### src/logic/fepc_pkg.sv
// Package: constants and carrier types for the 100 Mb/s PCS transmit/receive slice
package fepc_pkg;
  // Code-groups
  localparam logic [4:0] CG_HALT  = 5'h04;  // 00100
  localparam logic [4:0] CG_IDLE  = 5'h1f;  // 11111
  localparam logic [4:0] CG_SSD_J = 5'h18;  // 11000
  localparam logic [4:0] CG_SSD_K = 5'h11;  // 10001
  localparam logic [4:0] CG_ESD_T = 5'h0d;  // 01101
  localparam logic [4:0] CG_ESD_R = 5'h07;  // 00111
  localparam logic [3:0] NIB_PREAMBLE = 4'h5;
  localparam logic [3:0] NIB_INVALID  = 4'h6;

  // Register byte addresses (PHY control register at index 19h)
  localparam logic [7:0] PHY_CONTROL_REGISTER_IDX     = 8'h19;
  localparam logic [9:0] ADDR_PHY_CTRL   = 10'h064;
  localparam logic [9:0] ADDR_RX_CTRL    = 10'h070;
  localparam logic [9:0] ADDR_STATUS     = 10'h074;
  localparam int         EQ_SEL_LSB      = 12;
  localparam int         BYP_DESCR_BIT   = 0;
  localparam int         BYP_DECODE_BIT  = 1;
  localparam int         SYMBOL_MODE_BIT = 2;

  // Equalizer selection
  typedef enum logic [1:0] {
    EQ_ADAPTIVE = 2'h0,
    EQ_OFF      = 2'h1,
    EQ_FIXED    = 2'h2,
    EQ_RSVD     = 2'h3
  } fepc_eq_t;
  localparam logic [1:0] EQ_SEL_RESET = 2'h0;

  // Signal detect qualification: pulses shorter than this are link pulses
  localparam int SD_QUAL_NS     = 200;
  localparam int CLK_PERIOD_NS  = 4;
  localparam int SD_QUAL_CYCLES = (SD_QUAL_NS + CLK_PERIOD_NS - 1)
                                  / CLK_PERIOD_NS;

  // Receive nibble towards the MAC
  typedef struct packed {
    logic       dv;
    logic       er;
    logic [3:0] data;
  } fepc_rx_nib_t;

  // Transmit nibble from the MAC
  typedef struct packed {
    logic       en;
    logic       er;
    logic [3:0] data;
  } fepc_tx_nib_t;
endpackage : fepc_pkg

### src/logic/fepc_top.sv
// Module: 100 Mb/s PCS transmit error substitution and receive control
//
// Decided for this implementation: the placing of the registers and the AHB-Lite register port.
`timescale 1ns/1ps

// Operation
// - With transmit enable and error both high, each data code-group is sent as halt.
// - Start and end delimiter pairs are still sent around halt code-groups.
// - Signal detect ignores short normal and fast link pulses.
// - In symbol mode the internal signal detect drives carrier sense.
// - Equalizer type comes from bits 13:12 of the PHY control register at 19h.
// - Settings are adaptive, off and fixed maximum; off and fixed are test modes.
// - The serial line stream is delivered as 4-bit nibbles on receive data.
// - Descrambler and 4B/5B decoder each have their own bypass.
// - Three-level line symbols become a binary NRZI stream first.
// - The halt code-group is 00100.
// - Each frame starts with the pair 11000 then 10001 in place of preamble.
// - After enable drops, 01101 then 00111 is sent, then idles.
module fepc_top (
  // Clock and reset
  input  wire logic                  clk,
  input  wire logic                  reset_n,
  // AHB-Lite slave
  input  wire logic                  hsel,
  input  wire logic [31:0]           haddr,
  input  wire logic [1:0]            htrans,
  input  wire logic                  hwrite,
  input  wire logic [2:0]            hsize,
  input  wire logic [31:0]           hwdata,
  input  wire logic                  hready,
  output logic      [31:0]           hrdata,
  output logic                       hreadyout,
  output logic                       hresp,
  // MII transmit side (same clock)
  input  wire fepc_pkg::fepc_tx_nib_t tx_in,
  output logic      [4:0]            tx_code,
  // Line receive (three-level symbol, one per clock), signal energy pin
  input  wire logic                  line_pos,
  input  wire logic                  line_neg,
  input  wire logic                  line_energy,
  // MII receive side
  output fepc_pkg::fepc_rx_nib_t     rx_out,
  output logic                       carrier_sense,
  output fepc_pkg::fepc_eq_t         equalizer_select
);

  // ------------------------------------------------------------
  // Functions
  // ------------------------------------------------------------
  // Data code table, nibble 0 in the low five bits
  localparam logic [79:0] ENC5_TAB = {
    5'h1d, 5'h1c, 5'h1b, 5'h1a, 5'h17, 5'h16, 5'h13, 5'h12,
    5'h0f, 5'h0e, 5'h0b, 5'h0a, 5'h15, 5'h14, 5'h09, 5'h1e};

  function automatic logic [4:0] enc5(input logic [3:0] n);
    return ENC5_TAB[5 * n +: 5];
  endfunction : enc5

  // Returns {invalid, nibble}
  function automatic logic [4:0] dec5(input logic [4:0] c);
    logic [4:0] r;
    r = {1'b1, fepc_pkg::NIB_INVALID};
    for (int i = 0; i < 16; i++)
      if (enc5(4'(i)) == c)
        r = {1'b0, 4'(i)};
    return r;
  endfunction : dec5

  // ------------------------------------------------------------
  // Register bus
  // ------------------------------------------------------------
  logic        ph_wr_reg;
  logic [9:0]  ph_addr_reg;
  logic [1:0]  eq_sel_reg;
  logic [2:0]  rx_ctrl_reg;
  logic        sd_reg;
  logic        rx_err_seen_reg;
  logic        ap;

  assign ap        = hsel && hready && htrans[1];
  assign hreadyout = 1'b1;
  assign hresp     = 1'b0;

  always_ff @(posedge clk or negedge reset_n)
    if (!reset_n)
    begin
      ph_wr_reg   <= 1'b0;
      ph_addr_reg <= 10'h000;
    end
    else
    begin
      ph_wr_reg   <= ap && hwrite;
      ph_addr_reg <= haddr[9:0];
    end

  always_ff @(posedge clk or negedge reset_n)
    if (!reset_n)
    begin
      eq_sel_reg  <= fepc_pkg::EQ_SEL_RESET;
      rx_ctrl_reg <= 3'h0;
    end
    else if (ph_wr_reg)
    begin
      if (ph_addr_reg == fepc_pkg::ADDR_PHY_CTRL)
        eq_sel_reg <= hwdata[fepc_pkg::EQ_SEL_LSB +: 2];
      if (ph_addr_reg == fepc_pkg::ADDR_RX_CTRL)
        rx_ctrl_reg <= hwdata[2:0];
    end

  always_ff @(posedge clk or negedge reset_n)
    if (!reset_n)
      hrdata <= 32'h0;
    else if (ap && !hwrite)
    begin
      unique case (haddr[9:0])
        fepc_pkg::ADDR_PHY_CTRL:
          hrdata <= 32'(eq_sel_reg) << fepc_pkg::EQ_SEL_LSB;
        fepc_pkg::ADDR_RX_CTRL:
          hrdata <= {29'h0, rx_ctrl_reg};
        fepc_pkg::ADDR_STATUS:
          hrdata <= {30'h0, rx_err_seen_reg, sd_reg};
        default:
          hrdata <= 32'h0;
      endcase
    end

  // Reserved code 3 behaves as adaptive; off/fixed are test modes only
  always_comb
    unique case (eq_sel_reg)
      2'h1:    equalizer_select = fepc_pkg::EQ_OFF;
      2'h2:    equalizer_select = fepc_pkg::EQ_FIXED;
      default: equalizer_select = fepc_pkg::EQ_ADAPTIVE;
    endcase

  // ------------------------------------------------------------
  // Transmit encoder
  // ------------------------------------------------------------
  typedef enum {TX_IDLE, TX_K, TX_DATA, TX_R} fepc_tx_st_t;
  fepc_tx_st_t tx_st_reg;

  always_ff @(posedge clk or negedge reset_n)
    if (!reset_n)
    begin
      tx_st_reg <= TX_IDLE;
      tx_code   <= fepc_pkg::CG_IDLE;
    end
    else
    begin
      unique case (tx_st_reg)
        TX_IDLE:
          if (tx_in.en)
          begin
            tx_code   <= fepc_pkg::CG_SSD_J;
            tx_st_reg <= TX_K;
          end
          else
            tx_code <= fepc_pkg::CG_IDLE;
        TX_K:
        begin
          tx_code   <= fepc_pkg::CG_SSD_K;
          tx_st_reg <= TX_DATA;
        end
        TX_DATA:
          if (!tx_in.en)
          begin
            tx_code   <= fepc_pkg::CG_ESD_T;
            tx_st_reg <= TX_R;
          end
          else if (tx_in.er)
            tx_code <= fepc_pkg::CG_HALT;
          else
            tx_code <= enc5(tx_in.data);
        TX_R:
        begin
          tx_code   <= fepc_pkg::CG_ESD_R;
          tx_st_reg <= TX_IDLE;
        end
      endcase
    end

  // ------------------------------------------------------------
  // Receive front: synchronisers, MLT-3 to NRZI, signal detect
  // ------------------------------------------------------------
  logic [2:0] s1_reg;
  logic [2:0] s2_reg;
  logic       nrzi_reg;
  logic       nrz_reg;
  logic [7:0] sd_cnt_reg;

  always_ff @(posedge clk or negedge reset_n)
    if (!reset_n)
    begin
      s1_reg <= 3'h0;
      s2_reg <= 3'h0;
    end
    else
    begin
      s1_reg <= {line_energy, line_neg, line_pos};
      s2_reg <= s1_reg;
    end

  // Nonzero level is a one; transitions of nrzi then give NRZ ones
  always_ff @(posedge clk or negedge reset_n)
    if (!reset_n)
    begin
      nrzi_reg <= 1'b0;
      nrz_reg  <= 1'b0;
    end
    else
    begin
      nrzi_reg <= s2_reg[0] | s2_reg[1];
      nrz_reg  <= nrzi_reg ^ (s2_reg[0] | s2_reg[1]);
    end

  // Link pulses are ~100 ns; qualification needs energy for longer
  always_ff @(posedge clk or negedge reset_n)
    if (!reset_n)
    begin
      sd_cnt_reg <= 8'h00;
      sd_reg     <= 1'b0;
    end
    else if (!s2_reg[2])
    begin
      sd_cnt_reg <= 8'h00;
      sd_reg     <= 1'b0;
    end
    else if (sd_cnt_reg < 8'(fepc_pkg::SD_QUAL_CYCLES))
      sd_cnt_reg <= sd_cnt_reg + 8'h01;
    else
      sd_reg <= 1'b1;

  // ------------------------------------------------------------
  // Receive back end: descramble, align, decode
  // ------------------------------------------------------------
  logic [10:0] lfsr_reg;
  logic [4:0]  sh_reg;
  logic [2:0]  bit_cnt_reg;
  logic        aligned_reg;
  logic        dbit;
  logic [4:0]  dec;

  // Descrambler stream, bypassed by control bit
  assign dbit = rx_ctrl_reg[fepc_pkg::BYP_DESCR_BIT] ?
                nrz_reg : nrz_reg ^ lfsr_reg[10];
  assign dec  = dec5(sh_reg);

  always_ff @(posedge clk or negedge reset_n)
    if (!reset_n)
      lfsr_reg <= 11'h7ff;
    else
      lfsr_reg <= {lfsr_reg[9:0], lfsr_reg[10] ^ lfsr_reg[8]};

  always_ff @(posedge clk or negedge reset_n)
    if (!reset_n)
    begin
      sh_reg      <= 5'h00;
      bit_cnt_reg <= 3'h0;
      aligned_reg <= 1'b0;
    end
    else
    begin
      sh_reg <= {sh_reg[3:0], dbit};
      if (!sd_reg)
        aligned_reg <= 1'b0;
      else if (!aligned_reg && {sh_reg, dbit} == 6'h31)
      begin
        aligned_reg <= 1'b1;
        bit_cnt_reg <= 3'h0;
      end
      else
        bit_cnt_reg <= (bit_cnt_reg == 3'h4) ? 3'h0 : bit_cnt_reg + 3'h1;
    end

  // One nibble per aligned five-bit code-group
  always_ff @(posedge clk or negedge reset_n)
    if (!reset_n)
    begin
      rx_out          <= '0;
      rx_err_seen_reg <= 1'b0;
    end
    else if (aligned_reg && bit_cnt_reg == 3'h4)
    begin
      rx_out.dv <= (sh_reg != fepc_pkg::CG_IDLE);
      if (rx_ctrl_reg[fepc_pkg::BYP_DECODE_BIT])
      begin
        rx_out.data <= sh_reg[3:0];
        rx_out.er   <= sh_reg[4];
      end
      else
      begin
        rx_out.data <= dec[3:0];
        rx_out.er   <= dec[4] && (sh_reg != fepc_pkg::CG_IDLE);
        if (dec[4] && sh_reg != fepc_pkg::CG_IDLE)
          rx_err_seen_reg <= 1'b1;
      end
    end
    else if (!aligned_reg)
      rx_out <= '0;

  assign carrier_sense = rx_ctrl_reg[fepc_pkg::SYMBOL_MODE_BIT] ?
                         sd_reg : rx_out.dv;

  // ------------------------------------------------------------
  // Assertions
  // ------------------------------------------------------------
  a_halt_subst: assert property (@(posedge clk) disable iff (!reset_n)
    tx_st_reg == TX_DATA && tx_in.en && tx_in.er |=>
      tx_code == fepc_pkg::CG_HALT)
    else $error("halt not substituted");
  a_ssd_pair: assert property (@(posedge clk) disable iff (!reset_n)
    tx_st_reg == TX_IDLE && tx_in.en |=>
      tx_code == fepc_pkg::CG_SSD_J ##1 tx_code == fepc_pkg::CG_SSD_K)
    else $error("start pair wrong");
  a_esd_pair: assert property (@(posedge clk) disable iff (!reset_n)
    tx_st_reg == TX_DATA && !tx_in.en |=>
      tx_code == fepc_pkg::CG_ESD_T ##1 tx_code == fepc_pkg::CG_ESD_R)
    else $error("end pair wrong");
  a_idle_noen: assert property (@(posedge clk) disable iff (!reset_n)
    tx_st_reg == TX_IDLE && !tx_in.en |=> tx_code == fepc_pkg::CG_IDLE)
    else $error("idle not sent");
  a_delim_keep: assert property (@(posedge clk) disable iff (!reset_n)
    tx_st_reg == TX_K |=> tx_code != fepc_pkg::CG_HALT)
    else $error("delimiter replaced");
  a_sd_qual: assert property (@(posedge clk) disable iff (!reset_n)
    $rose(sd_reg) |-> $past(s2_reg[2], 2) && $past(s2_reg[2], 3))
    else $error("signal detect on short pulse");
  a_symbol_crs: assert property (@(posedge clk) disable iff (!reset_n)
    rx_ctrl_reg[fepc_pkg::SYMBOL_MODE_BIT] |-> carrier_sense == sd_reg)
    else $error("carrier sense not signal detect");
  a_eq_write: assert property (@(posedge clk) disable iff (!reset_n)
    ph_wr_reg && ph_addr_reg == fepc_pkg::ADDR_PHY_CTRL |=>
      eq_sel_reg == $past(hwdata[13:12]))
    else $error("equalizer select not written");
  a_nrzi_conv: assert property (@(posedge clk) disable iff (!reset_n)
    ##1 nrzi_reg == $past(s2_reg[0] | s2_reg[1]))
    else $error("nrzi conversion wrong");

  c_err_frame: cover property (@(posedge clk) disable iff (!reset_n)
    tx_code == fepc_pkg::CG_HALT ##[1:50] tx_code == fepc_pkg::CG_ESD_R);
  c_sd_up: cover property (@(posedge clk) disable iff (!reset_n)
    $rose(sd_reg));
  c_rx_align: cover property (@(posedge clk) disable iff (!reset_n)
    $rose(aligned_reg));

endmodule : fepc_top

### config.mk
export PLATFORM = sky130hd
export DESIGN_NAME = fepc_top
export DESIGN_NICKNAME = d
export VERILOG_FILES = /design/src/logic/fepc_pkg.sv /design/src/logic/fepc_top.sv
export SDC_FILE = /design/constraint.sdc
export NUM_CORES = 1
export LEC_CHECK = 0
export BUFFER_PORTS_ARGS = -buffer_cell sky130_fd_sc_hd__buf_2
export CORE_MARGIN = 1.5
export CORE_UTILIZATION = 52
export DETAILED_ROUTE_END_ITERATION = 12
export GPL_TIMING_DRIVEN = 0
export HOLD_SLACK_MARGIN = 0.06
export MAX_ROUTING_LAYER = met4
export PLACE_DENSITY_LB_ADDON = 0.12
export SLEW_MARGIN = 20
export SYNTH_ARGS = -nofsm -noshare
export SYNTH_HDL_FRONTEND = slang
export SYNTH_SLANG_ARGS = --single-unit
### constraint.sdc
create_clock -name clk -period 3.55 [get_ports clk]
set_input_delay 0.71 -clock clk [delete_from_list [all_inputs] [get_ports clk]]
set_output_delay 0.71 -clock clk [all_outputs]
set_load 0.005 [all_outputs]
==> run summary, run 1 <==
GR Layer Usage met1: 0.224
Pwr per Cell Area: 525 mW/mm²
Hold-fix buffers, CTS: 0
routed len/inst: 12.7 µm
DP HPWL: 4130 µm
R2R Path Start: bit_cnt_reg[0]
library cells used by synthesis: 51
count of clock tree sinks: 72
GR peak layer: met2
post-layout util: 0.660
startpoint types: flip-flop
Starting DRT DRC Count: 102
register area share after synthesis: 0.569
Post-Route Setup TNS: 0 ns
vias in the first global route: 2063
peak supply drop: 0.000452 V
endpoints failing setup: 0
EDFF count, synth: 0
Critical Path RT: 2.84 ns
total clock buffers created by CTS: 9
overall power: 2.05 mW
Max Slew Vio Count: 0
Worst EP arrival: 1.40 ns
#FFs+latches synth: 72
hold_ws: 0.268 ns
CTS tree: built
# diodes: 0
Nets: 468
pin count of the biggest net entering global routing: 47
Slew HR: 0.589
via count: 2246
met2 usage in global routing: 0.331
Placement Cell Area: 0.00366 mm²
post_cts resized: 0
# rows: 28
Die Height: 81.5 µm
mapped cell area: 0.00320 mm²
Post-Syn Area per Cell: 11.0 µm²
met3 GRT Util: 0.0378
Register-to-Register Path Depth: 7
Via density: 4.90
final period utilization: 0.596
initial core utilization: 0.541
Yosys warnings: 0
DIE AREA: 0.00664 mm²
grt total ovfl: 0
reg2reg end: rx_out[0]
first-pass GRT wire length: 9450 µm
Post-DRT Antenna Nets: 0
Worst path slowest cell: clkbuf_1
outcome: complete, no violations
share of layout cells above drive strength 1: 0.308
H-tree levels: 3
commonest cells after routing, fill and taps aside: dfrtp_1, buf_2, buf_4, conb_1, nor2_1
Core Footprint: 0.00592 mm²
max FFs per register: 11
width of the die: 81.5 µm
Max Fclk: 473 MHz
Hold Violations, Final: 0
predominant post-synthesis flop cell: dfrtp_1
RSZ-0062 raised after global routing: false
worst path cell trace: clkbuf_1, mux2_2, buf_2
DRC: 0
Async SR Flop Fraction: 1.00
max_cap viols: 0
CTS root buffer: clkbuf_8
clk slew on worst S/H paths: 0.07 ns
Final GP Congestion: 0.872
Worst-Skew Late Latency: 0.34 ns
Crit path largest cell delay: 0.38 ns
IO Port Bufs: 48
crit end category: output port
Setup Fix Bufs, Post-CTS: 0
Routed Wire Length: 5810 µm
Top Ports: 131
hold crit path type: input pin to async pin
crit-path max FO: 10
commonest non-fill, non-tap cell in the layout: dfrtp_1
total track usage: 0.198
r2r setup slk: 1.74 ns
first-pass iteration count of the detailed router: 4
leak pwr: 1.96 nW
Mapped Cells: 291
Clock Skews: 0.00687 ns
Worst-Margin Slew: 0.608 ns
fin crit period: 2.11 ns
Clock Path Buffers: 2
final instance area: 0.00391 mm²
Area Growth Syn to Fin: 21.9%
initial antenna violation count: 0
Setup Crit Path Kind: flip-flop to output port
[cell type report]
type / instances / area [µm²]
Buffer: 39 / 255
Clock buffer: 11 / 141
Clock inverter: 5 / 104
Fill cell: 475 / 2010
Inverter: 13 / 48.8
Multi-Input combinational cell: 194 / 1180
Sequential cell: 72 / 1820
Tap cell: 75 / 93.8
Timing Repair Buffer: 49 / 263
[layer usage]
metal | wire (µm) | up-vias
met2 | 2900 | 70
met1 | 2490 | 1051
met4 | 138 | 0
met5 | 0 | -
li1 | - | 1113
met3 | 284 | 12
[stage by stage]
| step | instances | setup slack, ns |
|---|---|---|
| floorplan | 318 | 1.79 |
| detailed placement | 442 | 1.55 |
| global route | 458 | 1.33 |
| CTS | 458 | 1.41 |
| finish | 458 | 1.44 |
| global placement | 441 | 1.44 |
[worst max-delay path: cells and delay by family (launching register included)]
kind,cells,cell delay [ns]
buffers and inverters,2,0.48
multiplexers,1,0.24
flip-flops,1,0.35
[where the power goes]
part	internal (mW)	switching [mW]
Clock	0.486	0.294
Combinational	0.147	0.184
Sequential	0.907	0.0337
Total	1.54	0.511
[kinds of logic after synthesis]
| group | after synthesis | synth area share |
|---|---|---|
| buf+inv | 52 | 0.0949 |
| fa+ha+maj | 7 | 0.0273 |
| compound gates | 56 | 0.115 |
| mux | 9 | 0.0340 |
| simple gates | 86 | 0.139 |
| other cells | 2 | 0.00234 |
| xor+xnor | 7 | 0.0191 |
| flops | 72 | 0.569 |
[synthesized netlist by cell type, drive strengths merged (2+ instances only)]
library cell | number | area share
inv | 13 | 0.015
nor3b | 2 | 0.0047
mux2 | 6 | 0.025
o211a | 2 | 0.0062
a21o | 3 | 0.0070
or3b | 2 | 0.0062
nor2 | 24 | 0.028
nand2 | 22 | 0.026
ha | 7 | 0.027
xor2 | 4 | 0.011
a21oi | 14 | 0.022
nand3 | 6 | 0.0094
and2 | 4 | 0.0078
a31oi | 2 | 0.0039
nor2b | 7 | 0.014
nand3b | 4 | 0.0094
mux2i | 3 | 0.0094
dfstp | 16 | 0.13
nor4bb | 2 | 0.0062
o31ai | 3 | 0.0070
conb | 2 | 0.0023
dfrtp | 56 | 0.44
a211oi | 2 | 0.0047
buf | 29 | 0.068
nand2b | 2 | 0.0039
nor3 | 4 | 0.0062
o2111ai | 2 | 0.0055
o22ai | 3 | 0.0059
clkbuf | 10 | 0.012
o21ai | 13 | 0.020
or2 | 2 | 0.0039
xnor2 | 3 | 0.0082
[how the worst max path moves through the flow]
stage,start,to,slack [ns],cells past startpoint
after global routing,sd_reg,carrier_sense,1.33,3
after detailed placement,haddr[9],hrdata[1],1.55,5
final,sd_reg,carrier_sense,1.44,3
after global placement,reset_n,sd_cnt_reg[3],1.44,1
after floorplan,haddr[9],hrdata[2],1.79,4
after CTS,sd_reg,carrier_sense,1.41,3
No activity file was read; power rests on OpenSTA's default activity.
==> inputs of run 2 (changes only) <==
- CORE_UTILIZATION: 52 -> 43
- clock period: 3.55 -> 1.7 ns (I/O delays scaled with it)
==> run 2 against run 1 <==
Via count fell by 2.0%. Count of clock-buffer cells in the layout rose by 2. Total power rose by 94%. Die area rose by 20%. Critical path depth rose by 1. Clock skew rose by 0.0022 ns. Final cell count rose by 5.0%. Highest routed layer unchanged.
==> run summary, run 2 (synthesis gave the netlist of run 1 again) <==
DIE AREA: 0.00798 mm²
post-layout util: 0.543
hold crit path type: input pin to flip-flop
DRC: 0
Max Fclk: 593 MHz
Layout Cells excl Fill: 481
# rows: 31
Post-DRT Antenna Nets: 0
via count: 2200
peak supply drop: 0.000657 V
CTS root buffer: clkbuf_8
fin crit period: 1.69 ns
RSZ-0062 raised after global routing: true
IO Port Bufs: 48
endpoints failing setup: 0
outcome: complete, no violations
first-pass GRT wire length: 9360 µm
Worst-Skew Late Latency: 0.33 ns
Worst path slowest cell: or3b_4
Sw Ratio: 0.255
# diodes: 0
width of the die: 89.3 µm
Max Slew Vio Count: 0
Pwr per Cell Area: 1020 mW/mm²
Worst EP arrival: 1.90 ns
dpl cells: 466
final instance area: 0.00392 mm²
first-pass iteration count of the detailed router: 4
Cell Int Power: 2.96 mW
commonest cells after routing, fill and taps aside: dfrtp_1, buf_2, buf_4, conb_1, nor2_1
count of clock tree sinks: 72
share of layout cells above drive strength 1: 0.317
Crit path largest cell delay: 0.44 ns
Hold Violations, Final: 0
vias in the first global route: 2063
Clock Skews: 0.00903 ns
Top Ports: 131
NetSw: 1.01 mW
hold_ws: 0.113 ns
initial core utilization: 0.444
Via density: 4.57
DP HPWL: 3930 µm
initial antenna violation count: 0
Nets: 467
Reg power frac: 0.494
Routed Wire Length: 5450 µm
fillers: 678
Clk pwr share: 0.334
CP bufs+invs: 0
crit end category: flip-flop
Core Footprint: 0.00721 mm²
Die Height: 89.3 µm
max FFs per register: 11
Final GP Congestion: 0.793
total clock buffers created by CTS: 9
leak pwr: 1.95 nW
Clock Path Buffers: 2
startpoint types: flip-flop
commonest non-fill, non-tap cell in the layout: dfrtp_1
Placement Cell Area: 0.00369 mm²
grt total ovfl: 0
max_cap viols: 0
Top delay family on crit path: simple AND/OR/NAND/NOR gates
Comb pwr share: 0.172
total track usage: 0.160
clk slew on worst S/H paths: 0.07 ns
final period utilization: 0.991
H-tree levels: 3
pin count of the biggest net entering global routing: 41
CTS tree: built
Setup Crit Path Kind: flip-flop to flip-flop
Starting DRT DRC Count: 43
worst path cell trace: nor4bb_2, nand4b_1, or3b_4, mux2_4
Critical Path RT: 1.92 ns
routed len/inst: 11.3 µm
Area Growth Syn to Fin: 22.2%
crit-path max FO: 3
[run 2: path summary, 6_finish.rpt]
check | cells past startpoint | startpoint | slack, ns | endpoint
worst max-delay path | 4 | ph_addr_reg[9] | 0.01 | rx_ctrl_reg[2]
worst min-delay path | 1 | line_pos | 0.11 | s1_reg[0]
worst max register to register | 4 | ph_addr_reg[9] | 0.01 | rx_ctrl_reg[2]
worst min register to register | 0 | s1_reg[0] | 0.35 | s2_reg[0]
max in group asynchronous | 3 | reset_n | 0.66 | aligned_reg
min in group asynchronous | 2 | reset_n | 0.49 | eq_sel_reg[0]
[run 2: metrics by stage]
step | setup TNS (ns) | power, mW | setup WS [ns]
final | 0 | 3.97 | 0.0145
after global routing | -0.210 | 4.24 | -0.0575
after CTS | -0.0154 | 4.03 | -0.00853
after detailed placement | -0.111 | 2.68 | -0.0829
after global placement | -5.98 | 2.65 | -0.108
after floorplan | 0 | 2.44 | 0.128
[run 2: final cells by class]
class | instances | area (µm²) | area share
multi-input cells | 194 | 1200 | 0.307
plain buffers | 37 | 248 | 0.0633
well taps | 99 | 124 | 0.0316
clock inverters | 3 | 40.0 | 0.0102
clock buffers | 13 | 159 | 0.0406
flip-flops and latches | 72 | 1820 | 0.465
repair buffers | 50 | 273 | 0.0697
inverters | 13 | 48.8 | 0.0125
[run 2: power groups by stage]
stage               clock (mW)  sequential (mW)  combinational [mW]
floorplan                    0             1.99               0.445
detailed placement           0             2.00               0.681
finish                    1.33             1.96               0.685
CTS                       1.38             1.96               0.685
global route              1.46             1.98               0.795
global placement             0             1.99               0.665
[run 2: routing by layer]
metal / track usage / vias up / share of wire
met1: 0.193 / 1035 / 0.46
li1: - / 1111 / -
met4: 0.0420 / 0 / 0.0099
met5: - / - / 0
met2: 0.260 / 48 / 0.48
met3: 0.0526 / 6 / 0.050
[run 2: repair_timing]
| item | in CTS | in global routing |
|---|---|---|
| hold buffers | 1 | 0 |
| resized for setup | 0 | 5 |
| pin swaps | 2 | 0 |
| endpoints found under the setup margin | 5 | 11 |
| endpoints found under the hold margin | 16 | 0 |
| setup buffers | 0 | 0 |
==> inputs of run 3 (changes only) <==
- ABC_AREA: default -> 1
- CORE_MARGIN: 1.5 -> default
- CORE_UTILIZATION: 43 -> 44
==> run 3 against run 2 <==
Worst setup slack improved by 0.17 ns. Clock power barely moved. Utilization rose by 0.88 points. Hold slack got worse by 0.0054 ns. Non-clock buffer count fell by 6. Critical path type is now flip-flop to output port. Via count rose by 11%. Sequential share of layout area fell by 0.75 points.
==> run summary, run 3 <==
Comb pwr share: 0.171
Core Footprint: 0.00721 mm²
Async SR Flop Fraction: 1.00
Mapped Cells: 365
Top Ports: 131
Reg power frac: 0.501
vias in the first global route: 2259
CTS tree: built
crit path from: sd_reg
Via density: 4.36
final period utilization: 0.892
NetSw: 1.10 mW
crit end category: output port
first-pass GRT wire length: 9650 µm
fin crit period: 1.52 ns
Post-DRT Antenna Nets: 0
#FFs+latches synth: 72
Crit path largest cell delay: 0.52 ns
via count: 2431
Placement Cell Area: 0.00377 mm²
initial antenna violation count: 0
routed len/inst: 10.3 µm
most numerous cell in the Yosys netlist: nand2_1
# rows: 31
dpl cells: 540
clk slew on worst S/H paths: 0.07 ns
total track usage: 0.168
Area Growth Syn to Fin: 21.1%
commonest non-fill, non-tap cell in the layout: nand2_1
peak supply drop: 0.000646 V
EDFF count, synth: 0
IO Port Bufs: 48
commonest cells after routing, fill and taps aside: nand2_1, dfrtp_1, buf_2, inv_1, nor2_1
Routed Wire Length: 5730 µm
area leader, netlist: dfrtp_1
critical path depth: 3
DP HPWL: 4280 µm
Top delay family on crit path: flip-flops
Clock Path Buffers: 2
Clock Skews: 0.00963 ns
Worst-Skew Late Latency: 0.34 ns
# diodes: 0
initial core utilization: 0.455
first-pass iteration count of the detailed router: 4
H-tree levels: 3
count of clock tree sinks: 72
Placement Setup Slack: 0.276 ns
predominant post-synthesis flop cell: dfrtp_1
Layout Cells excl Fill: 557
DIE AREA: 0.00781 mm²
width of the die: 88.4 µm
Commonest cells post-synth: nand2_1, dfrtp_1, inv_1
crit-path max FO: 8
library cells used by synthesis: 30
Worst EP arrival: 1.18 ns
RSZ-0062 raised after global routing: false
startpoint types: flip-flop
Nets: 543
R2R Path Start: bit_cnt_reg[0]
overall power: 4.00 mW
synth top area cells: dfrtp_1, dfstp_2, nand2_1
Worst path slowest cell: dfrtp_1
Critical Path Sink: carrier_sense
Max Fclk: 659 MHz
DRC: 0
Synth top area share: 0.427
mapped cell area: 0.00328 mm²
final instance area: 0.00398 mm²
Cell Int Power: 2.91 mW
max FFs per register: 11
Sw Ratio: 0.274
Clk pwr share: 0.328
Hold Violations, Final: 0
Post-Syn Area per Cell: 9.00 µm²
Final GP Congestion: 0.925
CTS root buffer: clkbuf_8
CP bufs+invs: 1
Yosys warnings: 0
share of layout cells above drive strength 1: 0.260
Setup Crit Path Kind: flip-flop to output port
hold crit path type: input pin to flip-flop
max_cap viols: 0
grt total ovfl: 0
Pwr per Cell Area: 1010 mW/mm²
r2r setup slk: 0.26 ns
Die Height: 88.4 µm
Register-to-Register Path Depth: 8
total clock buffers created by CTS: 9
reg2reg end: rx_out[4]
Critical Path RT: 1.36 ns
worst path cell trace: nand2_1, o21ai_0, buf_2
pin count of the biggest net entering global routing: 39
register area share after synthesis: 0.555
outcome: complete, no violations
leak pwr: 2.11 nW
Max Slew Vio Count: 0
endpoints failing setup: 0
worst setup margin: 0.183 ns
Starting DRT DRC Count: 110
==> run 3: metal layers <==
metal	up-vias	track usage	part of all wire
li1	1282	-	-
met1	1094	0.205	0.47
met2	49	0.267	0.47
met5	-	-	0
met3	6	0.0504	0.045
met4	0	0.0528	0.011
==> run 3: through the flow <==
step | util | TNS [ns] | hold slack (ns)
after CTS | 0.552 | 0 | 0.0904
after floorplan | - | 0 | 0.0444
after global routing | 0.552 | 0 | 0.0886
after detailed placement | 0.523 | 0 | 0.320
after global placement | 0.520 | -4.34 | 0.333
final | 0.552 | 0 | 0.108
==> run 3: kinds of logic after synthesis <==
kind of cell,Yosys count,share of synthesized area
AO/OA/AOI/OAI,38,0.0629
flip-flops,72,0.555
AND/OR/NAND/NOR,167,0.224
buffers and inverters,76,0.122
adder cells (fa/ha/maj),7,0.0267
other,2,0.00229
XOR/XNOR,3,0.00800
==> run 3: worst min path at each step <==
stage,startpoint,end,slack [ns],cells past startpoint
after floorplan,reset_n,aligned_reg,0.04,0
after global placement,s1_reg[0],s2_reg[0],0.33,0
after detailed placement,reset_n,rx_out[0],0.32,1
after CTS,line_pos,s1_reg[0],0.09,1
after global routing,line_energy,s1_reg[2],0.09,1
final,line_pos,s1_reg[0],0.11,1
==> run 3: area by class of cell <==
class / count / area, µm²
tap: 99 / 124
sequential: 72 / 1820
buffer: 31 / 230
inverter: 45 / 169
timing repair buffer: 50 / 273
multi-input combinational: 244 / 1160
fill: 703 / 3240
clock inverter: 6 / 58.8
clock buffer: 10 / 138
==> run 3: power groups by stage <==
stage	sequential, mW	clock [mW]	combinational, mW
2_1_floorplan	2.03	0	0.452
3_3_place_gp	2.04	0	0.670
3_5_place_dp	2.04	0	0.684
4_1_cts	2.01	1.36	0.691
5_1_grt	2.03	1.45	0.800
6_report	2.01	1.31	0.685
==> run 3: timing repair <==
item / in CTS / in global routing
gates resized for setup: 0 / 0
endpoints found under the hold margin: 34 / 0
setup buffers: 0 / 0
hold buffers: 1 / 0
